`src/shared/wcc_pkg.sv`:
```
// Constants and types for the wakeup and clock source control block
package wcc_pkg;

    // Register addresses on the special function register port
    localparam logic [7:0] ADDR_RTC_SEL = 8'h96;
    localparam logic [7:0] ADDR_IO_WAKE = 8'hC9;
    localparam logic [7:0] ADDR_SEC_INT = 8'hDF;
    // Analog state register address, presented as its own read port
    localparam logic [15:0] ADDR_ANALOG_STATE = 16'h286B;

    // Reset values and the wake enable write mask
    localparam logic [7:0] RTC_SEL_RST = 8'h00;
    localparam logic [7:0] IO_WAKE_RST = 8'h00;
    localparam logic [7:0] SEC_INT_RST = 8'h00;
    localparam logic [7:0] IO_WAKE_MASK = 8'h07;

    // Field positions
    localparam int WAKE_EP_BIT = 2;
    localparam int WAKE_P0_BIT = 1;
    localparam int WAKE_NORST_BIT = 0;
    localparam int SEC_MODE_BIT = 6;
    localparam int SEC_N_MSB = 5;
    localparam int RTC_SEL_MSB = 2;
    localparam int ANS_XFAIL_BIT = 7;

    // Wake pin edge selector codes
    localparam logic [1:0] EDGE_FALL = 2'h0;
    localparam logic [1:0] EDGE_RISE = 2'h1;
    localparam logic [1:0] EDGE_BOTH = 2'h2;
    localparam logic [1:0] EDGE_FALL_ALT = 2'h3;

    // Interval codes and their length in 62.5 ms ticks
    localparam int CNT_W = 21;
    localparam logic [CNT_W-1:0] TICKS_1S = 21'h000010;
    localparam logic [CNT_W-1:0] TICKS_1MIN = 21'h0003C0;
    localparam logic [CNT_W-1:0] TICKS_1H = 21'h00E100;
    localparam logic [CNT_W-1:0] TICKS_1DAY = 21'h151800;
    localparam logic [CNT_W-1:0] TICKS_500MS = 21'h000008;
    localparam logic [CNT_W-1:0] TICKS_250MS = 21'h000004;
    localparam logic [CNT_W-1:0] TICKS_125MS = 21'h000002;
    localparam logic [CNT_W-1:0] TICKS_62MS = 21'h000001;
    localparam logic [3:0] SEC_SHIFT_ZERO = 4'h0;

    // Timing
    localparam longint CLK_PERIOD_PS = 8000;
    localparam longint TICK_TIME_PS = 64'hE8D4A5100;
    localparam int TICK_CYCLES = int'(TICK_TIME_PS / CLK_PERIOD_PS);
    localparam int PRE_W = 23;
    // RC ticks without a crystal edge before the crystal counts as stopped
    localparam logic [2:0] XTAL_TIMEOUT = 3'h4;

    typedef enum logic [1:0] {ST_RUN, ST_SLEEP, ST_WAKE} wcc_state_t;

endpackage

```
`src/shared/wcc_rtc_if.sv`:
```
// Interval configuration and wake pulse between the control block and the RTC waker
`timescale 1ns/1ps
interface wcc_rtc_if;
    logic [2:0] sel;
    logic sec_mode;
    logic [5:0] sec_n;
    logic wake;
    modport cfg_side (output sel, output sec_mode, output sec_n, input wake);
    modport wake_side (input sel, input sec_mode, input sec_n, output wake);
endinterface

```
`src/design/wcc_rtc_wake.sv`:
```
// RTC periodic wakeup counter
`timescale 1ns/1ps
module wcc_rtc_wake #(
    parameter int TICK_CYCLES = wcc_pkg::TICK_CYCLES
) (
    input wire logic clk,
    input wire logic sys_rst,
    wcc_rtc_if.wake_side rif
);
    typedef struct packed {
        logic [wcc_pkg::PRE_W-1:0] pre;
        logic [wcc_pkg::CNT_W-1:0] cnt;
        logic [9:0] cfg;
        logic wake;
    } wcc_rtc_state_t;

    wcc_rtc_state_t s;
    wcc_rtc_state_t next_s;
    logic tick;
    logic [9:0] cfg_now;

    function automatic logic [wcc_pkg::CNT_W-1:0] period(
        input logic [2:0] sel, input logic sec_mode, input logic [5:0] n);
        logic [wcc_pkg::CNT_W-1:0] p;
        p = wcc_pkg::TICKS_1S;
        if (sec_mode) begin
            if (n == 6'h00) begin
                p = wcc_pkg::TICKS_62MS;
            end else begin
                p = wcc_pkg::CNT_W'({({1'b0, n} + 7'h01), wcc_pkg::SEC_SHIFT_ZERO});
            end
        end else begin
            unique case (sel)
                3'h0: p = wcc_pkg::TICKS_1S;
                3'h1: p = wcc_pkg::TICKS_1MIN;
                3'h2: p = wcc_pkg::TICKS_1H;
                3'h3: p = wcc_pkg::TICKS_1DAY;
                3'h4: p = wcc_pkg::TICKS_500MS;
                3'h5: p = wcc_pkg::TICKS_250MS;
                3'h6: p = wcc_pkg::TICKS_125MS;
                3'h7: p = wcc_pkg::TICKS_62MS;
            endcase
        end
        return p;
    endfunction

    assign cfg_now = {rif.sel, rif.sec_mode, rif.sec_n};
    assign tick = (s.pre == wcc_pkg::PRE_W'(TICK_CYCLES - 1));
    assign rif.wake = s.wake;

    always_comb begin
        next_s = s;
        next_s.wake = 1'b0;
        next_s.cfg = cfg_now;
        next_s.pre = tick ? '0 : s.pre + 1'b1;
        if (cfg_now != s.cfg) begin
            // New interval restarts the count
            next_s.cnt = '0;
            next_s.pre = '0;
        end else if (tick) begin
            if (s.cnt + 1'b1 >= period(rif.sel, rif.sec_mode, rif.sec_n)) begin
                next_s.cnt = '0;
                next_s.wake = 1'b1;
            end else begin
                next_s.cnt = s.cnt + 1'b1;
            end
        end
    end

    always_ff @(posedge clk) begin
        if (sys_rst) begin
            s <= '0;
        end else begin
            s <= next_s;
        end
    end
endmodule // wcc_rtc_wake

```
`src/design/wcc_top.sv`:
```
// Sleep wakeup sources and clock domain source and gating control
// How it works
// Energy pulse wakes from light Sleep only when its wake enable bit is set.
// Port-0 pin edges wake only when the port-0 wake enable bit is set.
// Wake without reset resumes and clears both sleep requests and control bits 6:5.
// Pin wake with reset bit clear resets the system into crystal clock state.
// Three-bit interval code selects 1 s, 1 min, 1 h, 1 day or 500..62.5 ms.
// Software writes 0x07 to interval select before setting seconds mode.
// Seconds mode wakes light Sleep every N+1 seconds for field values 1 to 63.
// Seconds mode with field zero gives a 62.5 ms period.
// RC clock runs always and feeds the watchdog domain.
// Crystal monitor swaps RC in on crystal stop and keeps kicking crystal.
// Crystal fail flag readable at bit 7 of the analog state register.
// PLL follows its enable; a disabled PLL passes the crystal clock.
// MCU domain picks crystal or PLL, on after reset, can be gated.
// Metering domain picks crystal or PLL, on after reset, can be gated.
// LCD domain gates off only when PLL feeds both MCU and metering.
// Watchdog domain gates together with the MCU domain.
// RTC domain is never gated.
// Edge code 00/11 falling, 01 rising, 10 either edge.
// Any enabled wake in Sleep turns the MCU domain back on first.
`timescale 1ns/1ps
module wcc_top #(
    parameter int TICK_CYCLES = wcc_pkg::TICK_CYCLES
) (
    input wire logic clk,
    input wire logic sys_rst,
    input wire logic [7:0] sfr_addr,
    input wire logic [7:0] sfr_wdata,
    input wire logic sfr_wr,
    input wire logic sfr_rd,
    output logic [7:0] sfr_rdata,
    input wire logic energy_pulse_output,
    input wire logic wake_pin_c,
    input wire logic wake_pin_d,
    input wire logic [1:0] wake_edge_c,
    input wire logic [1:0] wake_edge_d,
    input wire logic light_sleep_request,
    input wire logic deep_sleep_request,
    input wire logic pll_enable_req,
    input wire logic mcu_sel_pll_req,
    input wire logic meter_sel_pll_req,
    input wire logic meter_gate_req,
    input wire logic lcd_gate_req,
    input wire logic rc_tick,
    input wire logic crystal_tick,
    output logic clear_sleep_ctl,
    output logic wake_resume,
    output logic wake_reset,
    output logic rtc_wake_event,
    output logic mcu_clk_en,
    output logic mcu_sel_pll,
    output logic meter_clk_en,
    output logic meter_sel_pll,
    output logic lcd_clk_en,
    output logic wdt_clk_en,
    output logic rtc_clk_en,
    output logic pll_enable,
    output logic osc_src_rc,
    output logic crystal_kick,
    output logic crystal_fail_flag,
    output logic [7:0] analog_state_reg
);
    typedef struct packed {
        wcc_pkg::wcc_state_t st;
        logic [7:0] rtc_sel;
        logic [7:0] io_wake;
        logic [7:0] sec_int;
        logic [7:0] rdata;
        logic [1:0] pin_prev;
        logic light;
        logic pin_src;
        logic fired;
        logic xseen;
        logic [2:0] mon_cnt;
        logic xfail;
    } wcc_top_state_t;

    wcc_top_state_t s;
    wcc_top_state_t next_s;

    wcc_rtc_if rif ();

    logic pin_c_hit;
    logic pin_d_hit;
    logic pin_wake;
    logic ep_wake;
    logic rtc_wake;
    logic any_wake;
    logic sleep_req;

    // Edge match for one wake pin
    function automatic logic edge_hit(
        input logic [1:0] code, input logic prev, input logic now);
        logic hit;
        hit = 1'b0;
        unique case (code)
            wcc_pkg::EDGE_FALL, wcc_pkg::EDGE_FALL_ALT: hit = prev && !now;
            wcc_pkg::EDGE_RISE: hit = !prev && now;
            wcc_pkg::EDGE_BOTH: hit = prev != now;
        endcase
        return hit;
    endfunction

    assign rif.sel = s.rtc_sel[wcc_pkg::RTC_SEL_MSB:0];
    assign rif.sec_mode = s.sec_int[wcc_pkg::SEC_MODE_BIT];
    assign rif.sec_n = s.sec_int[wcc_pkg::SEC_N_MSB:0];

    wcc_rtc_wake #(
        .TICK_CYCLES(TICK_CYCLES)
    ) u_rtc_wake (
        .clk(clk),
        .sys_rst(sys_rst),
        .rif(rif)
    );

    assign pin_c_hit = edge_hit(wake_edge_c, s.pin_prev[0], wake_pin_c);
    assign pin_d_hit = edge_hit(wake_edge_d, s.pin_prev[1], wake_pin_d);
    assign pin_wake = s.io_wake[wcc_pkg::WAKE_P0_BIT] && (pin_c_hit || pin_d_hit);
    // Energy pulse and RTC wake only the light Sleep state
    assign ep_wake = s.light && s.io_wake[wcc_pkg::WAKE_EP_BIT]
        && energy_pulse_output;
    assign rtc_wake = s.light && rif.wake;
    assign any_wake = pin_wake || ep_wake || rtc_wake;
    assign sleep_req = light_sleep_request || deep_sleep_request;

    always_comb begin
        next_s = s;
        next_s.pin_prev = {wake_pin_d, wake_pin_c};

        // Register writes
        if (sfr_wr) begin
            unique case (sfr_addr)
                wcc_pkg::ADDR_RTC_SEL: next_s.rtc_sel = sfr_wdata;
                wcc_pkg::ADDR_IO_WAKE: next_s.io_wake = sfr_wdata & wcc_pkg::IO_WAKE_MASK;
                wcc_pkg::ADDR_SEC_INT: next_s.sec_int = sfr_wdata;
                default: ;
            endcase
        end

        // Register reads, unmapped addresses return zero
        if (sfr_rd) begin
            unique case (sfr_addr)
                wcc_pkg::ADDR_RTC_SEL: next_s.rdata = s.rtc_sel;
                wcc_pkg::ADDR_IO_WAKE: next_s.rdata = s.io_wake & wcc_pkg::IO_WAKE_MASK;
                wcc_pkg::ADDR_SEC_INT: next_s.rdata = s.sec_int;
                default: next_s.rdata = 8'h00;
            endcase
        end

        // Sleep and wake sequencing
        unique case (s.st)
            wcc_pkg::ST_RUN: begin
                next_s.fired = 1'b0;
                if (sleep_req) begin
                    next_s.st = wcc_pkg::ST_SLEEP;
                    next_s.light = light_sleep_request;
                end
            end
            wcc_pkg::ST_SLEEP: begin
                if (any_wake) begin
                    next_s.st = wcc_pkg::ST_WAKE;
                    next_s.pin_src = pin_wake;
                end
            end
            wcc_pkg::ST_WAKE: begin
                next_s.fired = 1'b1;
                if (!sleep_req) begin
                    next_s.st = wcc_pkg::ST_RUN;
                    next_s.light = 1'b0;
                    next_s.pin_src = 1'b0;
                end
            end
            default: next_s.st = wcc_pkg::ST_RUN;
        endcase

        // Crystal monitor paced by RC ticks; a crystal edge wins over the clear
        if (rc_tick) begin
            next_s.xseen = 1'b0;
            if (s.xseen) begin
                next_s.mon_cnt = 3'h0;
            end else if (s.mon_cnt != wcc_pkg::XTAL_TIMEOUT) begin
                next_s.mon_cnt = s.mon_cnt + 3'h1;
            end else begin
                next_s.xfail = 1'b1;
            end
        end
        if (crystal_tick) begin
            next_s.xseen = 1'b1;
            next_s.xfail = 1'b0;
            next_s.mon_cnt = 3'h0;
        end
    end

    always_ff @(posedge clk) begin
        if (sys_rst) begin
            s.st <= wcc_pkg::ST_RUN;
            s.rtc_sel <= wcc_pkg::RTC_SEL_RST;
            s.io_wake <= wcc_pkg::IO_WAKE_RST;
            s.sec_int <= wcc_pkg::SEC_INT_RST;
            s.rdata <= 8'h00;
            s.pin_prev <= 2'h0;
            s.light <= 1'b0;
            s.pin_src <= 1'b0;
            s.fired <= 1'b0;
            s.xseen <= 1'b0;
            s.mon_cnt <= 3'h0;
            s.xfail <= 1'b0;
        end else begin
            s <= next_s;
        end
    end

    assign sfr_rdata = s.rdata;

    // Wake outcome, one pulse on the first cycle of the wake state
    assign wake_reset = (s.st == wcc_pkg::ST_WAKE) && !s.fired && s.pin_src
        && !s.io_wake[wcc_pkg::WAKE_NORST_BIT];
    assign wake_resume = (s.st == wcc_pkg::ST_WAKE) && !s.fired && !wake_reset;
    // Held until software state shows both requests dropped
    assign clear_sleep_ctl = (s.st == wcc_pkg::ST_WAKE);
    assign rtc_wake_event = rtc_wake;

    // Clock domain sources and gates
    assign pll_enable = pll_enable_req;
    assign mcu_clk_en = (s.st != wcc_pkg::ST_SLEEP);
    assign mcu_sel_pll = mcu_sel_pll_req && pll_enable_req;
    assign meter_clk_en = !meter_gate_req;
    assign meter_sel_pll = meter_sel_pll_req && pll_enable_req;
    assign lcd_clk_en = !(lcd_gate_req && mcu_sel_pll && meter_sel_pll);
    assign wdt_clk_en = mcu_clk_en;
    assign rtc_clk_en = 1'b1;
    assign osc_src_rc = s.xfail;
    assign crystal_kick = s.xfail;
    assign crystal_fail_flag = s.xfail;
    assign analog_state_reg = {s.xfail, 7'h00};
endmodule // wcc_top

```
`config.mk`:
```
export PLATFORM = sky130hd
export DESIGN_NAME = wcc_top
export DESIGN_NICKNAME = d
export VERILOG_FILES = /design/src/shared/wcc_pkg.sv /design/src/shared/wcc_rtc_if.sv /design/src/design/wcc_rtc_wake.sv /design/src/design/wcc_top.sv
export SDC_FILE = /design/constraint.sdc
export NUM_CORES = 1
export LEC_CHECK = 0
export ABC_AREA = 1
export BUFFER_PORTS_ARGS = -buffer_cell sky130_fd_sc_hd__buf_2
export CAP_MARGIN = 10
export CORE_MARGIN = 5
export CORE_UTILIZATION = 25
export CTS_BUF_LIST = sky130_fd_sc_hd__clkbuf_2
export DETAILED_ROUTE_END_ITERATION = 12
export PLACE_DENSITY = 0.39
export SYNTH_ARGS = -nofsm -noshare
export SYNTH_HDL_FRONTEND = slang
export SYNTH_SLANG_ARGS = --single-unit
```
`constraint.sdc`:
```
create_clock -name clk -period 4.8 [get_ports clk]
set_input_delay 0.48 -clock clk [delete_from_list [all_inputs] [get_ports clk]]
set_output_delay 0.48 -clock clk [all_outputs]
set_load 0.01 [all_outputs]
```
==> results.sh <==
export IMPL_status="finished clean"
export IMPL_synth_largest_area_cell="dfxtp_1"
export IMPL_fmax_mhz=309
export IMPL_cts_setup_buffers=0
export IMPL_path_clk_slew_ps=360
export IMPL_synthFlopType="dfxtp_1"
export IMPL_dr_wl_met3_um=414
export IMPL_initial_core_util=0.254
export IMPL_final_layout_size_suffix_gt1_frac=0.155
export IMPL_fin_tns_setup_ps=0
export IMPL_hpwl_mm=10.4
export IMPL_crit_fanout=22
export IMPL_skew_ps=59.3
export IMPL_routed_top_layer="met4"
export IMPL_yosysMostFrequentCell="nand2_1"
export IMPL_via_per_inst=4.31
export IMPL_design_core_area_mm2=0.0227
export IMPL_clock_latency_ps=640
export IMPL_cts_root_buf="clkbuf_2"
export IMPL_first_global_vias=4847
export IMPL_p_leak_uw=0.00273
export IMPL_synth_seq_cells=103
export IMPL_tightestPinTransition_ps=667
export IMPL_irDropWorstVdd_uv=101
export IMPL_hold_path_class="primary input to flip-flop"
export IMPL_grt_pass1_wl_mm=23.8
export IMPL_die_h_um=162
export IMPL_synth_top_cell_area_share=0.357
export IMPL_die_w_um=162
export IMPL_maxCapViolations=0
export IMPL_switching_share=0.300
export IMPL_power_per_cell_area_mw_per_mm2=225
export IMPL_cp_slowest_cell="dfxtp_1"
export IMPL_yosys_warnings=0
export IMPL_portBuffers=58
export IMPL_p_total_uw=1430
export IMPL_cts_hold_buffers=6
export IMPL_tritoncts="yes"
export IMPL_nNetsFinal=913
export IMPL_grt_max_degree=30
export IMPL_grt_usage=0.109
export IMPL_ant_nets=0
export IMPL_synth_area_mm2=0.00578
export IMPL_arrival_ps=3800
export IMPL_clock_sinks=103
export IMPL_drt_first_pass_iters=4
export IMPL_grt_setup_unrepaired="false"
export IMPL_io_pins=67
export IMPL_setup_violations=0
export IMPL_fin_crit_sh=0.674
export IMPL_path_class="flip-flop to flip-flop"
export IMPL_worst_path_largest_cell_delay_ps=480
export IMPL_gp_congestion=0.767
export IMPL_placed_cell_area_mm2=0.00617
export IMPL_cp_cell_sequence="ha_1, nand2_1, inv_1, nand2_1, nor2_2, nand2_1, nor2_1, xor2_1, inv_1, ha_1, nand4_1, nor2_1, o21ai_0, nand2_1, nand2_1, nand3_1, nand2_2, nand3_1, nand2_1"
export IMPL_ctsResizeCount=0
export IMPL_slew_headroom=0.555
export IMPL_htreeDepth=3
export IMPL_yosysUniqueCellTypes=50
export IMPL_final_area_mm2=0.00637
export IMPL_seqPwrFrac=0.612
export IMPL_drtIter0Drc=201
export IMPL_ff2ff_path_depth=19
export IMPL_gr_total_overflow=0
export IMPL_antenna_found_initial=1
export IMPL_synth_edf_count=0
export IMPL_cp_start_kind="flip-flop"
export IMPL_switchingPower_uw=430
export IMPL_syn_area_per_cell_um2=7.22
export IMPL_area_delta_synth_final_pct=10.3
export IMPL_fin_crit_ps=3240
export IMPL_async_flop_share=0
export IMPL_core_rowCount=55
export IMPL_clock_power_share=0.313
export IMPL_synth_seq_area_share=0.357
export IMPL_p_int_uw=1000
export IMPL_synthTopCellsByArea="dfxtp_1 (36%), nand2_1 (9.7%), ha_1 (7.1%)"
export IMPL_synth_cells_most_frequent="nand2_1 (149), inv_1 (105), dfxtp_1 (103)"
export IMPL_wl_met2_mm=6.22
export IMPL_cts_buffer_depth=2
export IMPL_crit_required_ps=5360
export IMPL_netlist_instances=800
export IMPL_drc=0
export IMPL_endpoint_kind="flip-flop"
export IMPL_vias=4895
export IMPL_combinationalPowerShare=0.075
export IMPL_avgRoutedWirePerCell_um=12.3
export IMPL_crit_top_cell="nand2_1"
export IMPL_hold_viol=0
export IMPL_cts_buffers=9
export IMPL_die_area_mm2=0.0262
export IMPL_finalMaxSlewViolations=0
export IMPL_holdPathStages=3
export IMPL_m1WireLength_mm=7.14
export IMPL_wirelength_mm=13.9
-- kinds of logic (layout without fill, tap and decap cells) --
kind of cell | Yosys count | in the layout | synth area share
AO/OA/AOI/OAI | 127 | 127 | 0.122
XOR/XNOR | 25 | 25 | 0.0379
adder cells (fa/ha/maj) | 33 | 33 | 0.0715
buffers and inverters | 151 | 194 | 0.122
flip-flops | 103 | 103 | 0.357
multiplexers | 1 | 1 | 0.00195
other | 2 | 9 | 0.00130
AND/OR/NAND/NOR | 358 | 358 | 0.287
-- stage by stage --
step,hold slack (ps),setup slack [ps],util,instances
6_report,111,1560,0.280,1135
5_1_grt,10.5,1120,0.280,1135
4_1_cts,9.60,1570,0.280,1133
3_5_place_dp,441,1590,0.272,1111
3_3_place_gp,433,1640,0.272,1111
2_1_floorplan,417,2290,-,806
-- routing by layer --
layer,vias to the layer above,global-route usage
li1,2647,-
met1,2193,0.149
met2,46,0.177
met3,9,0.0239
met4,0,0.0265
met5,-,0
-- power groups by stage --
stage / Combinational [µW] / Sequential, µW / Clock (µW)
4_1_cts: 110 / 877 / 485
6_report: 108 / 876 / 449
3_3_place_gp: 107 / 890 / 0
2_1_floorplan: 72.9 / 888 / 0
5_1_grt: 125 / 880 / 522
3_5_place_dp: 106 / 890 / 0
-- path summary, 6_finish.rpt --
| check | from | end | slack (ps) |
|---|---|---|---|
| worst min register to register | u_rtc_wake.s[32] | u_rtc_wake.s[32] | 460 |
| worst max register to register | u_rtc_wake.s[11] | u_rtc_wake.s[16] | 1560 |
| worst min-delay path | sfr_wdata[5] | s[39] | 110 |
| worst max-delay path | u_rtc_wake.s[11] | u_rtc_wake.s[16] | 1560 |
-- final cells by class --
type                            instances  area (µm²)
Timing Repair Buffer                   65         360
Fill cell                            2592       16300
Tap cell                              285         357
Clock buffer                            9        45.0
Inverter                              113         425
Antenna cell                            1        2.50
Multi-Input combinational cell        552        3030
Clock inverter                          7        83.8
Sequential cell                       103        2060
-- registers in the layout (all words and copies together), names as in the netlist, named ones only --
name / count
rif.sec_mode: 1
s: 20
u_rtc_wake.s: 54
rif.sel: 3
sfr_rdata: 8
u_rtc_wake.rif.wake: 1
rif.sec_n: 6
crystal_fail_flag: 1
-- critical path, delay by kind of cell, from the launching register on --
family                     cells  cell delay, ps
adders and majority gates      2             520
and+or+nand+nor               13            1590
xor gates and xnor gates       1             260
DFF                            1             480
buffers and inverters          2             210
AOI/OAI and AO/OA              1             100
-- placed cells by master, fill, tap and decap left out, drive strengths merged, types with 4 or more instances in the layout --
| cell type | Yosys | final |
|---|---|---|
| a21oi | 56 | 56 |
| buf | 32 | 58 |
| clkbuf | 6 | 9 |
| clkinv | 2 | 6 |
| conb | 2 | 8 |
| dfxtp | 103 | 103 |
| dlygate4sd3 | 0 | 7 |
| ha | 33 | 33 |
| inv | 111 | 114 |
| nand2 | 154 | 154 |
| nand3 | 43 | 43 |
| nand4 | 16 | 16 |
| nor2 | 117 | 117 |
| nor3 | 12 | 12 |
| nor4 | 6 | 6 |
| o211ai | 4 | 4 |
| o21a | 5 | 5 |
| o21ai | 44 | 44 |
| o22ai | 8 | 8 |
| or2 | 6 | 6 |
| xnor2 | 7 | 7 |
| xor2 | 18 | 18 |
Note: power is estimated with default switching activity, not from simulation.
